<file path="config.mk">
export PLATFORM = sky130hd
export DESIGN_NAME = asrc_host
export DESIGN_NICKNAME = d
export VERILOG_FILES = /design/src/verilog/asrc_pkg.sv /design/src/verilog/asrc_host.sv /design/src/verilog/asrc_pin_drv.sv
export VERILOG_INCLUDE_DIRS = /design/src /design/src/verilog
export SDC_FILE = /design/constraint.sdc
export NUM_CORES = 1
export LEC_CHECK = 0
export BUFFER_PORTS_ARGS = -buffer_cell sky130_fd_sc_hd__buf_4
export CORE_MARGIN = 1.5
export CORE_UTILIZATION = 48
export CTS_BUF_LIST = sky130_fd_sc_hd__clkbuf_4
export CTS_CLUSTER_SIZE = 12
export DETAILED_ROUTE_END_ITERATION = 8
export PLACE_DENSITY = 0.78
export SLEW_MARGIN = 5
export SYNTH_ARGS = -nofsm -noshare
export SYNTH_HDL_FRONTEND = slang
export SYNTH_SLANG_ARGS = --single-unit
</file>
<file path="constraint.sdc">
create_clock -name clk_sys_i -period 1.7 [get_ports clk_sys_i]
set_input_delay 0.085 -clock clk_sys_i [delete_from_list [all_inputs] [get_ports clk_sys_i]]
set_output_delay 0.085 -clock clk_sys_i [all_outputs]
set_load 0.005 [all_outputs]
</file>
<file path="src/verilog/asrc_params.svh">
/*
 * Timing and geometry constants for the asynchronous SRAM host port.
 * Assumes a 20 MHz system clock (50 ns period); counts derive from it.
 */
`ifndef ASRC_PARAMS_SVH
`define ASRC_PARAMS_SVH

// =====================================================================
// Geometry
// =====================================================================
`define ASRC_ADDR_W      18
`define ASRC_DATA_W      16
`define ASRC_LANE_W      8

// =====================================================================
// Timing in ns, and the clock period
// =====================================================================
`define ASRC_CLK_PERIOD_NS  50
`define ASRC_T_RC_NS        45
`define ASRC_T_AA_NS        45
`define ASRC_T_WC_NS        45
`define ASRC_T_PWE_NS       35
`define ASRC_T_PWB_NS       35
`define ASRC_T_SD_NS        25
`define ASRC_T_HZWE_NS      20
`define ASRC_T_RDR_NS       45

// Least times round up, never below one cycle
`define ASRC_CYC_UP(ns) (((ns) + `ASRC_CLK_PERIOD_NS - 1) / `ASRC_CLK_PERIOD_NS)
`define ASRC_CYC_MIN1(ns) ((`ASRC_CYC_UP(ns) < 1) ? 1 : `ASRC_CYC_UP(ns))

`define ASRC_RD_CYC    `ASRC_CYC_MIN1(`ASRC_T_AA_NS)
`define ASRC_WR_CYC    `ASRC_CYC_MIN1(`ASRC_T_PWE_NS)
`define ASRC_HZ_CYC    `ASRC_CYC_MIN1(`ASRC_T_HZWE_NS)
`define ASRC_REC_CYC   `ASRC_CYC_MIN1(`ASRC_T_RDR_NS)
// Edges the pin stage and the two resync flops add to a read
`define ASRC_SYNC_CYC  3
`define ASRC_CNT_W     4

`endif

</file>
<file path="src/verilog/asrc_pkg.sv">
/*
 * Types shared by the SRAM host controller and its pin driver.
 * Assumes asrc_params.svh is on the include path.
 */
`include "asrc_params.svh"
`default_nettype none

package asrc_pkg;

  // ===================================================================
  // Control pins, all active low
  // ===================================================================
  typedef struct packed {
    logic                    chip_select_n;
    logic                    output_enable_n;
    logic                    write_strobe_n;
    logic                    low_lane_sel_n;
    logic                    high_lane_sel_n;
  } asrc_ctl_t;

  // ===================================================================
  // User request
  // ===================================================================
  typedef struct packed {
    logic                    write;
    logic [`ASRC_ADDR_W-1:0] word_addr;
    logic [`ASRC_DATA_W-1:0] wdata;
    logic [1:0]              lanes;    // bit0 low lane, bit1 high lane
  } asrc_req_t;

  // ===================================================================
  // Sequencer states
  // ===================================================================
  typedef enum logic [5:0] {
    ST_IDLE  = 6'h01,
    ST_RHIZ  = 6'h02,
    ST_READ  = 6'h04,
    ST_WRITE = 6'h08,
    ST_WEND  = 6'h10,
    ST_RETN  = 6'h20
  } asrc_state_t;

endpackage

`default_nettype wire
</file>
<file path="src/verilog/asrc_host.sv">
/*
 * Host controller for a 256K x 16 asynchronous static RAM.
 * Assumes the SRAM answers on data_pins_i with no clock of its own;
 * that input is resynchronised by two flops before use.
 * Reads answer four cycles after the take; writes free the port after two.
 * Unselected read lanes come back as zero.
 */
// Contract
// - Host holds write strobe high during reads
// - Address valid by chip select fall
// - Write starts all active, first release ends
// - Host holds write strobe low 35 ns
// - Lane select active 35 ns before end
// - Retention: select high, wait recovery time
`include "asrc_params.svh"
`default_nettype none

module asrc_host
  import asrc_pkg::*;
(
  // Clock and reset
  input  wire logic                    clk_sys_i,
  input  wire logic                    rst_i,
  // User request port
  input  wire logic                    req_valid_i,
  output logic                         req_ready_o,
  input  wire asrc_req_t               req_i,
  // User read answer
  output logic                         rd_valid_o,
  output logic [`ASRC_DATA_W-1:0]      rd_data_o,
  // Power-down handshake
  input  wire logic                    retain_req_i,
  output logic                         retain_ack_o,
  // SRAM pins
  output var  asrc_ctl_t               ctl_o,
  output logic [`ASRC_ADDR_W-1:0]      word_addr_o,
  input  wire logic [`ASRC_DATA_W-1:0] data_pins_i,
  output logic [`ASRC_DATA_W-1:0]      data_pins_o,
  output logic [`ASRC_DATA_W-1:0]      data_pins_oe_o
);

  // ===================================================================
  // State record
  // ===================================================================
  typedef struct packed {
    asrc_state_t             state;
    logic [`ASRC_CNT_W-1:0]  cnt;
    logic [`ASRC_ADDR_W-1:0] addr;
    logic [`ASRC_DATA_W-1:0] wdata;
    logic [1:0]              lanes;
    logic                    rd_valid;
    logic [`ASRC_DATA_W-1:0] rd_data;
    logic [`ASRC_DATA_W-1:0] sync1;
    logic [`ASRC_DATA_W-1:0] sync2;
  } host_t;

  host_t st_q;
  host_t st_d;

  // Next pin values, registered by the pin stage
  asrc_ctl_t               ctl_n;
  logic [`ASRC_ADDR_W-1:0] addr_n;
  logic                    doe_n;

  // Cycle count of a phase minus one, for the down counter
  function automatic logic [`ASRC_CNT_W-1:0] cyc_load(input int unsigned cyc);
    cyc_load = `ASRC_CNT_W'(cyc - 1);
  endfunction

  // One step down of the phase counter
  function automatic logic [`ASRC_CNT_W-1:0] cyc_dec(input logic [`ASRC_CNT_W-1:0] c);
    cyc_dec = c - `ASRC_CNT_W'(1);
  endfunction

  // Merge read lanes into the answer; unselected lanes read as zero
  function automatic logic [`ASRC_DATA_W-1:0] lane_mask(
    input logic [`ASRC_DATA_W-1:0] d,
    input logic [1:0]              l
  );
    lane_mask = {(l[1] ? d[`ASRC_DATA_W-1:`ASRC_LANE_W] : `ASRC_LANE_W'(0)),
                 (l[0] ? d[`ASRC_LANE_W-1:0]            : `ASRC_LANE_W'(0))};
  endfunction

  // ===================================================================
  // Sequencer
  // ===================================================================
  always_comb begin
    st_d          = st_q;
    st_d.rd_valid = 1'b0;
    st_d.sync1    = data_pins_i;             // Two-flop resync of pins
    st_d.sync2    = st_q.sync1;
    ctl_n         = '1;                      // Deselected by default
    addr_n        = st_q.addr;
    doe_n         = 1'b0;
    case (st_q.state)
      ST_IDLE: begin
        if (retain_req_i) begin
          st_d.state = ST_RETN;              // Select stays high
          // Recovery count starts fresh on every entry
          st_d.cnt   = cyc_load(`ASRC_REC_CYC);
        end else if (req_valid_i && (req_i.lanes != 2'h0)) begin
          // Empty lane mask is dropped: it would change nothing
          st_d.addr  = req_i.word_addr;      // Address set before select
          st_d.wdata = req_i.wdata;
          st_d.lanes = req_i.lanes;
          addr_n     = req_i.word_addr;
          if (req_i.write) begin
            st_d.state = ST_WRITE;
            st_d.cnt   = cyc_load(`ASRC_WR_CYC);
          end else begin
            st_d.state = ST_READ;
            // Pin stage and two resync flops sit between select and sample
            st_d.cnt   = cyc_load(`ASRC_RD_CYC + `ASRC_SYNC_CYC);
          end
        end
      end
      ST_READ: begin
        // Strobe held high throughout the read
        ctl_n.chip_select_n   = 1'b0;
        ctl_n.output_enable_n = 1'b0;
        ctl_n.low_lane_sel_n  = ~st_q.lanes[0];
        ctl_n.high_lane_sel_n = ~st_q.lanes[1];
        if (st_q.cnt == '0) begin
          st_d.rd_valid = 1'b1;
          st_d.rd_data  = lane_mask(st_q.sync2, st_q.lanes);
          st_d.state    = ST_RHIZ;
          st_d.cnt      = cyc_load(`ASRC_HZ_CYC);             // Release gap
        end else begin
          st_d.cnt = cyc_dec(st_q.cnt);
        end
      end
      ST_RHIZ: begin
        // Bus turnaround: device lets go before any host drive
        if (st_q.cnt == '0) begin
          st_d.state = ST_IDLE;
        end else begin
          st_d.cnt = cyc_dec(st_q.cnt);
        end
      end
      ST_WRITE: begin
        // Output enable high keeps the device off the bus
        ctl_n.chip_select_n   = 1'b0;
        ctl_n.write_strobe_n  = 1'b0;
        ctl_n.low_lane_sel_n  = ~st_q.lanes[0];
        ctl_n.high_lane_sel_n = ~st_q.lanes[1];
        doe_n                 = 1'b1;
        if (st_q.cnt == '0) begin
          st_d.state = ST_WEND;              // Strobe low long enough
        end else begin
          st_d.cnt = cyc_dec(st_q.cnt);
        end
      end
      ST_WEND: begin
        // Strobe and select rise together; data held one more cycle
        doe_n      = 1'b1;
        st_d.state = ST_IDLE;
      end
      ST_RETN: begin
        // Recovery wait before next access after retention
        if (retain_req_i) begin
          st_d.cnt = cyc_load(`ASRC_REC_CYC);
        end else if (st_q.cnt == '0) begin
          st_d.state = ST_IDLE;
        end else begin
          st_d.cnt = cyc_dec(st_q.cnt);
        end
      end
      default: begin
        st_d.state = ST_IDLE;
      end
    endcase
    if (rst_i) begin
      st_d       = '0;
      st_d.state = ST_IDLE;
    end
  end

  // State register
  always_ff @(posedge clk_sys_i) begin
    st_q <= st_d;
  end

  // ===================================================================
  // Outputs
  // ===================================================================
  // Ready drops as soon as retention is asked for, so no access can
  // slip in between the request and the deselect
  assign req_ready_o  = (st_q.state == ST_IDLE) && !retain_req_i;
  assign rd_valid_o   = st_q.rd_valid;
  assign rd_data_o    = st_q.rd_data;
  assign retain_ack_o = (st_q.state == ST_RETN);

  // Registered pin stage
  asrc_pin_drv u_pin (
    .clk_sys_i      (clk_sys_i),
    .rst_i          (rst_i),
    .ctl_i          (ctl_n),
    .addr_i         (addr_n),
    .dout_i         (st_q.wdata),
    .doe_i          (doe_n),
    .ctl_o          (ctl_o),
    .word_addr_o    (word_addr_o),
    .data_pins_o    (data_pins_o),
    .data_pins_oe_o (data_pins_oe_o)
  );

endmodule

`default_nettype wire

</file>
<file path="src/verilog/asrc_pin_drv.sv">
/*
 * Registered pin stage for the SRAM data bus and control pins.
 * Assumes the caller decides drive enables; this stage only registers them.
 */
`include "asrc_params.svh"
`default_nettype none

module asrc_pin_drv
  import asrc_pkg::*;
(
  // Clock and reset
  input  wire logic                    clk_sys_i,
  input  wire logic                    rst_i,
  // Next pin values
  input  wire asrc_ctl_t               ctl_i,
  input  wire logic [`ASRC_ADDR_W-1:0] addr_i,
  input  wire logic [`ASRC_DATA_W-1:0] dout_i,
  input  wire logic                    doe_i,
  // Pins
  output var  asrc_ctl_t               ctl_o,
  output logic [`ASRC_ADDR_W-1:0]      word_addr_o,
  output logic [`ASRC_DATA_W-1:0]      data_pins_o,
  output logic [`ASRC_DATA_W-1:0]      data_pins_oe_o
);

  typedef struct packed {
    asrc_ctl_t               ctl;
    logic [`ASRC_ADDR_W-1:0] addr;
    logic [`ASRC_DATA_W-1:0] dout;
    logic                    oe;
  } drv_t;

  drv_t st_q;
  drv_t st_d;

  // ===================================================================
  // Next value, deselected and released under reset
  // ===================================================================
  always_comb begin
    st_d.ctl  = ctl_i;
    st_d.addr = addr_i;
    st_d.dout = dout_i;
    st_d.oe   = doe_i;
    if (rst_i) begin
      st_d = '0;
      st_d.ctl = '1;
    end
  end

  // Register stage
  always_ff @(posedge clk_sys_i) begin
    st_q <= st_d;
  end

  // Outputs straight from flip-flops
  assign ctl_o          = st_q.ctl;
  assign word_addr_o    = st_q.addr;
  assign data_pins_o    = st_q.dout;
  assign data_pins_oe_o = {`ASRC_DATA_W{st_q.oe}};

endmodule

`default_nettype wire

</file>
==> summary.log, run 1 <==
INFO  logic_synthesis synth.cells.most_frequent=sky130_fd_sc_hd__dfxtp_1, sky130_fd_sc_hd__nand2_1, sky130_fd_sc_hd__a21oi_1
INFO  sta            period_needed=1.83ns
INFO  grt            track_usage=0.244
INFO  route          dr.pass1.iters=4
INFO  flow_run       max_cap_viols=0
INFO  route          finalWirelength=12,600um
INFO  sta            timing.clock.skew=0.0189ns
INFO  floorplanning  die_width=102um
INFO  grt            grt_pass1_wl=19,300um
INFO  floorplanning  floorplan.rows=36
INFO  route          drtAntennaViolNets=0
INFO  grt            grt-ovfl-total=0
INFO  logic_synthesis synth_adder_area_share=0.00528
INFO  setup_path     worst_path_max_delay_cell=sky130_fd_sc_hd__a211oi_4
INFO  sta            final_min_period_over_clock_period=1.07
INFO  pwr            worst_ir_drop_vdd=663uV
INFO  sta            fmax=0.548GHz
INFO  clock_tree     path_clk_slew=0.12ns
INFO  logic_synthesis synth_top_family_by_area=simple AND/OR/NAND/NOR gates
INFO  logic_synthesis netlist_top_cells_area=sky130_fd_sc_hd__dfxtp_1, sky130_fd_sc_hd__a21oi_1, sky130_fd_sc_hd__nor2b_1
INFO  floorplanning  floorplan.initialDensity=0.490
INFO  cells_and_area final_nets=752
INFO  logic_synthesis synthesis.nets=544
INFO  setup_path     cp.buffers_inverters=1
INFO  route          first_iter_violations=184
INFO  logic_synthesis async_reset_ff_frac=0
INFO  status         status=finished with violations
INFO  clock_tree     skew_pair_late_insertion_delay=0.53ns
INFO  floorplanning  ioPinCount=131
INFO  setup_path     critical_path_arrival=2.26ns
INFO  sta            setup_viol_count_final=55
INFO  sta            slew_headroom=0.615
INFO  pwr            static-leakage-power=2.98nW
INFO  pwr            power.combinational.fraction=0.169
INFO  logic_synthesis synth.area.mux_share=0.00211
INFO  pwr            finalPower=0.00657W
INFO  logic_synthesis netlist_instances=485
INFO  grt            antenna_violations_before_repair=0
INFO  sta            finalMaxSlewViolations=0
INFO  setup_path     critPathMaxStageDelay=0.41ns
INFO  sta            timing_worst_slew_pin_value=0.576ns
INFO  floorplanning  die_h=102um
INFO  setup_path     ff2ff_setup_slack=-0.13ns
INFO  route          via_per_inst=4.92
INFO  logic_synthesis synth.cell_area=0.00474mm^2
INFO  setup_path     timing.setup.critical_path_class=reg2reg
INFO  route          routedWlPerCell=15.1um
INFO  cells_and_area final_layout_size_suffix_gt1_frac=0.391
INFO  cells_and_area footprint_of_the_flip_flops_and_latches=0.00272mm^2
INFO  route          vias=4,126
INFO  status         violations_in_the_final_reports=setup timing
INFO  placed_design  detailedPlacementHpwl=7330um
INFO  logic_synthesis synthMostInstantiatedCell=sky130_fd_sc_hd__dfxtp_1
INFO  cells_and_area syn_to_final_growth=49.6%
INFO  setup_path     kind_of_cell_with_the_highest_combined_delay_on_the_critical_path=compound AO/OA/AOI/OAI gates
INFO  clock_tree     clockBufferDepth=2
INFO  logic_synthesis synthSimpleGateAreaFrac=0.209
INFO  setup_path     sequence_of_cells_on_the_critical_path=buf_6, or3_4, a2bb2oi_2, a211oi_4, nor2_1, a211oi_1
INFO  placed_design  place_area=0.00579mm^2
INFO  logic_synthesis yosys_warnings=0
INFO  logic_synthesis synthDistinctLibCells=50
INFO  cells_and_area fillCellCount=670
INFO  route          drc_violation_count_after_routing=0
INFO  logic_synthesis avgSynthCellArea=9.77um^2
INFO  setup_path     maximum_fanout_along_the_worst_path=10
INFO  setup_path     critical_path.endpoint_type=flip-flop
INFO  placed_design  gp_congestion=0.880
INFO  clock_tree     htreeDepth=4
INFO  pwr            power.density_cell_area=926mW/mm^2
INFO  pwr            power_switching_share=0.272
INFO  logic_synthesis post-synth-top-area-fraction=0.570
INFO  logic_synthesis yosys.area_share.xor_xnor=0.00554
INFO  logic_synthesis postSynthRegisterBits=135
INFO  setup_path     cp_data_required_time=2.13ns
INFO  sta            rsz0062_at_grt=true
INFO  grt            grt_max_degree=51
INFO  pwr            internal_power=0.00478W
INFO  placed_design  portBuffers=130
INFO  pwr            net-switching-power=0.00179W
INFO  clock_tree     cts_made_buffers=17
INFO  sta            final.hold.worst_slack=0.180ns
INFO  cells_and_area multi_input_comb_area=0.00183mm^2
INFO  setup_path     category_of_the_worst_setup_path_launch_point=flip-flop
INFO  sta            hold_violations=0
INFO  min_path       holdCritPathClass=in2reg
INFO  pwr            seq_power_share=0.512
INFO  logic_synthesis synth_compound_gate_area_share=0.120
INFO  floorplanning  fp.coreArea=0.00968mm^2
INFO  logic_synthesis synth-edff-count=0
INFO  placed_design  dp_slack=-0.231ns
INFO  grt            number_of_global_route_vias_before_repair=4,112
INFO  floorplanning  die_area=0.0105mm^2
INFO  clock_tree     clock_sink_count=135
INFO  cells_and_area number_of_diodes=0
INFO  cells_and_area final_design_area_no_fill=0.00709mm^2
INFO  pwr            power.clock.fraction=0.319
INFO  logic_synthesis ys_seq_area_frac=0.570
INFO  clock_tree     clock_tree.root_cell=sky130_fd_sc_hd__clkbuf_4
INFO  logic_synthesis synth_largest_area_cell=sky130_fd_sc_hd__dfxtp_1
INFO  clock_tree     cts_tree=built
INFO  sta            finalWorstSetupSlack=-0.126ns
INFO  logic_synthesis top_ff_cell_synth=sky130_fd_sc_hd__dfxtp_1
path summary, 6_finish.rpt:
kind,start,endpoint,cells past startpoint
max reg2reg,st_q[90],st_q[85],6
min reg2reg,st_q[28],st_q[12],1
min,retain_req_i,st_q[59],6
max,st_q[90],st_q[85],6
worst min-delay path, cell delays in order:
cell	delay (ns)
sky130_fd_sc_hd__buf_4	0.14
sky130_fd_sc_hd__nor3_4	0.06
sky130_fd_sc_hd__buf_4	0.13
sky130_fd_sc_hd__buf_6	0.13
sky130_fd_sc_hd__nand2_1	0.06
sky130_fd_sc_hd__a21oi_1	0.05
final cells by class:
| type | count | area share |
|---|---|---|
| flip-flops and latches | 135 | 0.383 |
| repair buffers | 246 | 0.293 |
| multi-input cells | 288 | 0.258 |
| well taps | 133 | 0.0235 |
| clock inverters | 15 | 0.0217 |
| clock buffers | 17 | 0.0180 |
| inverters | 5 | 0.00265 |
metal layers:
layer / track usage / vias to the layer above / share of wire
li1: - / 2002 / -
met1: 0.273 / 1972 / 0.40
met2: 0.438 / 123 / 0.53
met3: 0.0629 / 29 / 0.042
met4: 0.103 / 0 / 0.026
met5: 0 / - / 0
power groups by stage:
stage,Clock (W),Combinational (W),Sequential (W)
floorplan,0,0.000436,0.00341
global placement,0,0.000757,0.00342
detailed placement,0,0.000780,0.00342
CTS,0.00212,0.00102,0.00335
global route,0.00227,0.00121,0.00338
finish,0.00209,0.00111,0.00336
cells by family after synthesis:
| family | Yosys count |
|---|---|
| AOI/OAI and AO/OA | 94 |
| xor gates and xnor gates | 3 |
| muxes | 1 |
| adders and majority gates | 2 |
| buffers and inverters | 62 |
| and+or+nand+nor | 188 |
| DFF | 135 |
flip-flops by register name, summed over array words and instances (netlist names):
signal                flops
rd_data_o                16
rd_valid_o                1
st_q                     78
u_pin.ctl_o               5
u_pin.data_pins_o        16
u_pin.data_pins_oe_o      1
u_pin.word_addr_o        18
cell usage in the layout (no fill, tap or decap), types with 3 or more instances in the layout:
| cell | n |
|---|---|
| sky130_fd_sc_hd__buf_4 | 163 |
| sky130_fd_sc_hd__nor2_1 | 11 |
| sky130_fd_sc_hd__a21oi_2 | 5 |
| sky130_fd_sc_hd__inv_6 | 3 |
| sky130_fd_sc_hd__buf_6 | 16 |
| sky130_fd_sc_hd__clkinvlp_4 | 3 |
| sky130_fd_sc_hd__dlygate4sd3_1 | 66 |
| sky130_fd_sc_hd__dfxtp_1 | 127 |
| sky130_fd_sc_hd__nor2b_1 | 49 |
| sky130_fd_sc_hd__a22o_1 | 8 |
| sky130_fd_sc_hd__inv_2 | 3 |
| sky130_fd_sc_hd__nand2_1 | 73 |
| sky130_fd_sc_hd__nand3_1 | 5 |
| sky130_fd_sc_hd__a21oi_1 | 60 |
| sky130_fd_sc_hd__nand2_2 | 14 |
| sky130_fd_sc_hd__nand3_2 | 6 |
| sky130_fd_sc_hd__nor3_1 | 6 |
| sky130_fd_sc_hd__clkinv_2 | 3 |
| sky130_fd_sc_hd__clkbuf_4 | 17 |
| sky130_fd_sc_hd__clkinv_4 | 3 |
| sky130_fd_sc_hd__dfxtp_2 | 7 |
per-stage QoR:
step	setup TNS [ns]	cells	util
floorplan	-2.21	485	-
detailed placement	-1.24	730	0.598
global route	-8.48	839	0.732
global placement	-0.825	730	0.598
CTS	-0.574	837	0.714
finish	-2.00	839	0.732
timing repair:
action	4_1_cts	5_1_grt
hold buffers	66	0
buffers inserted	7	3
setup endpoints to repair	63	82
gates resized for setup	33	39
cloned	2	0
pin swaps	11	18
hold endpoints to repair	85	0
(Power assumes the default switching activity.)
==> inputs of run 2 (changes only) <==
- PLACE_DENSITY: 0.78 -> default
- PLACE_DENSITY_LB_ADDON: default -> 0.25
==> summary.log, run 2 (synthesis results as in run 1) <==
INFO  clock_tree     htreeDepth=4 [unchanged]
INFO  sta            timing.clock.skew=0.0218ns [+0.00286 ns]
INFO  route          dr.pass1.iters=7 [+3]
INFO  floorplanning  die_area=0.0105mm^2 [unchanged]
INFO  cells_and_area final_design_area_no_fill=0.00749mm^2 [+5.6%]
INFO  cells_and_area final_layout_size_suffix_gt1_frac=0.463 [+0.0723]
INFO  route          routedWlPerCell=15.7um [+4.5%]
INFO  placed_design  detailedPlacementHpwl=6850um [-6.5%]
INFO  sta            setup_viol_count_final=64 [+16%]
INFO  floorplanning  die_h=102um [unchanged]
INFO  setup_path     timing.setup.critical_path_class=reg2reg
INFO  pwr            net-switching-power=0.00186W [+4.0%]
INFO  status         status=finished with violations
INFO  clock_tree     cts_made_buffers=17 [unchanged]
INFO  setup_path     cp_data_required_time=2.11ns [-0.02 ns]
INFO  pwr            seq_power_share=0.505 [-0.007]
INFO  grt            number_of_global_route_vias_before_repair=3,814 [-7.2%]
INFO  pwr            internal_power=0.00483W [+0.97%]
INFO  cells_and_area finalCoreUtilization=0.773 [+0.0412]
INFO  setup_path     critical_path.endpoint_type=flip-flop
INFO  placed_design  gp_congestion=0.794 [-9.7%]
INFO  status         violations_in_the_final_reports=setup timing
INFO  cells_and_area largest_register_ffs=78 [unchanged]
INFO  setup_path     r2r_cells=7 [+1]
INFO  pwr            worst_ir_drop_vdd=793uV [+20%]
INFO  floorplanning  ioPinCount=131 [unchanged]
INFO  pwr            power.density_cell_area=893mW/mm^2 [-3.6%]
INFO  route          vias=4,196 [+1.7%]
INFO  route          first_iter_violations=178 [-3.3%]
INFO  placed_design  portBuffers=130 [unchanged]
INFO  setup_path     r2r_end=u_pin.word_addr_o[15]
INFO  clock_tree     path_clk_slew=0.12ns [about the same]
INFO  route          finalWirelength=13,200um [+4.7%]
INFO  route          via_per_inst=4.99 [+1.5%]
INFO  clock_tree     cts_tree=built
INFO  floorplanning  die_width=102um [unchanged]
INFO  grt            track_usage=0.216 [-0.0276]
INFO  sta            slew_headroom=0.643 [+0.0282]
INFO  sta            final_min_period_over_clock_period=1.08 [+0.00991]
INFO  grt            grt_pass1_wl=17,400um [-9.7%]
INFO  sta            fmax=0.543GHz [-0.91%]
INFO  floorplanning  floorplan.initialDensity=0.490 [unchanged]
INFO  clock_tree     skew_pair_late_insertion_delay=0.54ns [about the same]
INFO  route          drtAntennaViolNets=0 [unchanged]
INFO  clock_tree     clock_tree.root_cell=sky130_fd_sc_hd__clkbuf_4
INFO  sta            period_needed=1.84ns [+0.0169 ns]
INFO  sta            hold_violations=0 [unchanged]
INFO  cells_and_area number_of_diodes=0 [unchanged]
INFO  setup_path     ff2ff_setup_slack=-0.14ns [-0.02 ns]
INFO  placed_design  dp_slack=-0.0844ns [+0.146 ns]
INFO  grt            grt_max_degree=48 [-5.9%]
INFO  clock_tree     clock_sink_count=135 [unchanged]
INFO  sta            timing_worst_slew_pin_value=0.535ns [-0.0414 ns]
INFO  setup_path     critical_path_arrival=2.25ns [about the same]
INFO  floorplanning  floorplan.rows=36 [unchanged]
INFO  setup_path     timing.rr.start=st_q[93]
INFO  sta            finalMaxSlewViolations=0 [unchanged]
INFO  sta            rsz0062_at_grt=true
INFO  setup_path     category_of_the_worst_setup_path_launch_point=flip-flop
INFO  grt            antenna_violations_before_repair=0 [unchanged]
INFO  cells_and_area registers.top_by_ff_count=st_q
INFO  pwr            power.clock.fraction=0.312 [-0.007]
INFO  cells_and_area most_common_cell_after_layout_fill_and_taps_aside=sky130_fd_sc_hd__buf_4
INFO  floorplanning  fp.coreArea=0.00968mm^2 [unchanged]
INFO  pwr            static-leakage-power=3.10nW [+3.9%]
INFO  pwr            power_switching_share=0.278 [+0.00589]
INFO  setup_path     endpoint=u_pin.word_addr_o[15]
INFO  placed_design  place_area=0.00578mm^2 [about the same]
INFO  route          drc_violation_count_after_routing=0 [unchanged]
INFO  min_path       holdCritPathClass=in2reg
INFO  cells_and_area most-common-layout-cells=sky130_fd_sc_hd__buf_4, sky130_fd_sc_hd__dfxtp_1, sky130_fd_sc_hd__dlygate4sd3_1
INFO  cells_and_area final_nets=754 [+0.27%]
INFO  grt            grt-ovfl-total=0 [unchanged]
INFO  pwr            power.combinational.fraction=0.183 [+0.014]
INFO  flow_run       max_cap_viols=0 [unchanged]
INFO  cells_and_area syn_to_final_growth=58.0%
INFO  clock_tree     clockBufferDepth=2 [unchanged]
INFO  setup_path     maximum_fanout_along_the_worst_path=7 [-3]
INFO  setup_path     critPathLaunch=st_q[93]
INFO  sta            finalWorstSetupSlack=-0.143ns [-0.0169 ns]
run 2: cell types whose count changed in the layout (fill, tap and decap cells not counted), sizes merged:
cell         change
dlygate4sd3      +3
clkbuf           +3
buf              -4
run 2: layout make-up:
type | count | area [um^2]
inverter | 5 | 18.8
fill | 604 | 2190
tap | 133 | 166
multi-input combinational | 288 | 2140
clock inverter | 15 | 154
clock buffer | 17 | 128
timing repair buffer | 248 | 2170
sequential | 135 | 2720
run 2: metrics by stage:
| step | cells | setup TNS (ns) | total power, W | hold slack [ns] |
|---|---|---|---|---|
| 2_1_floorplan | 485 | -2.21 | 0.00384 | 0.213 |
| 3_3_place_gp | 726 | -0.197 | 0.00419 | 0.296 |
| 3_5_place_dp | 726 | -0.741 | 0.00422 | 0.300 |
| 4_1_cts | 832 | -3.66 | 0.00644 | 0.280 |
| 5_1_grt | 841 | -13.57 | 0.00698 | 0.275 |
| 6_report | 841 | -6.28 | 0.00669 | 0.311 |
run 2: routing by layer:
layer,vias up,global-route usage,part of all wire
li1,2004,-,-
met1,1995,0.250,0.40
met2,163,0.378,0.53
met3,34,0.0650,0.057
met4,0,0.0790,0.021
met5,-,0,0
run 2: critical path: stages (launching register included):
cell and delay [ns]:
sky130_fd_sc_hd__dfxtp_4 0.37, sky130_fd_sc_hd__nor4_4 0.31, sky130_fd_sc_hd__buf_4 0.17, sky130_fd_sc_hd__nand2_4 0.04, sky130_fd_sc_hd__or3_4 0.49, sky130_fd_sc_hd__clkbuf_16 0.22
sky130_fd_sc_hd__nand2_4 0.07, sky130_fd_sc_hd__a21oi_1 0.06
run 2: timing repair:
item                       CTS  global route
hold endpoints to repair    86             0
resized for setup           18           131
setup endpoints to repair   47            81
pin swaps                   14            70
cloned                       0             4
hold buffers                69             0
buffers inserted             5             6
run 2: worst min-delay path by stage:
stage	start	endpoint	slack (ns)	cells past startpoint
after global routing	data_pins_i[15]	st_q[31]	0.28	3
after detailed placement	data_pins_i[7]	st_q[23]	0.30	2
after floorplan	data_pins_i[0]	st_q[16]	0.21	1
after global placement	data_pins_i[2]	st_q[18]	0.30	2
final	req_valid_i	st_q[89]	0.31	4
after CTS	req_valid_i	st_q[89]	0.28	4
run 2: power by group through the flow:
stage	Sequential (W)	Combinational, W	Clock, W
floorplan	0.00341	0.000436	0
global placement	0.00342	0.000774	0
detailed placement	0.00342	0.000795	0
CTS	0.00335	0.000975	0.00211
global route	0.00339	0.00131	0.00229
finish	0.00337	0.00123	0.00209
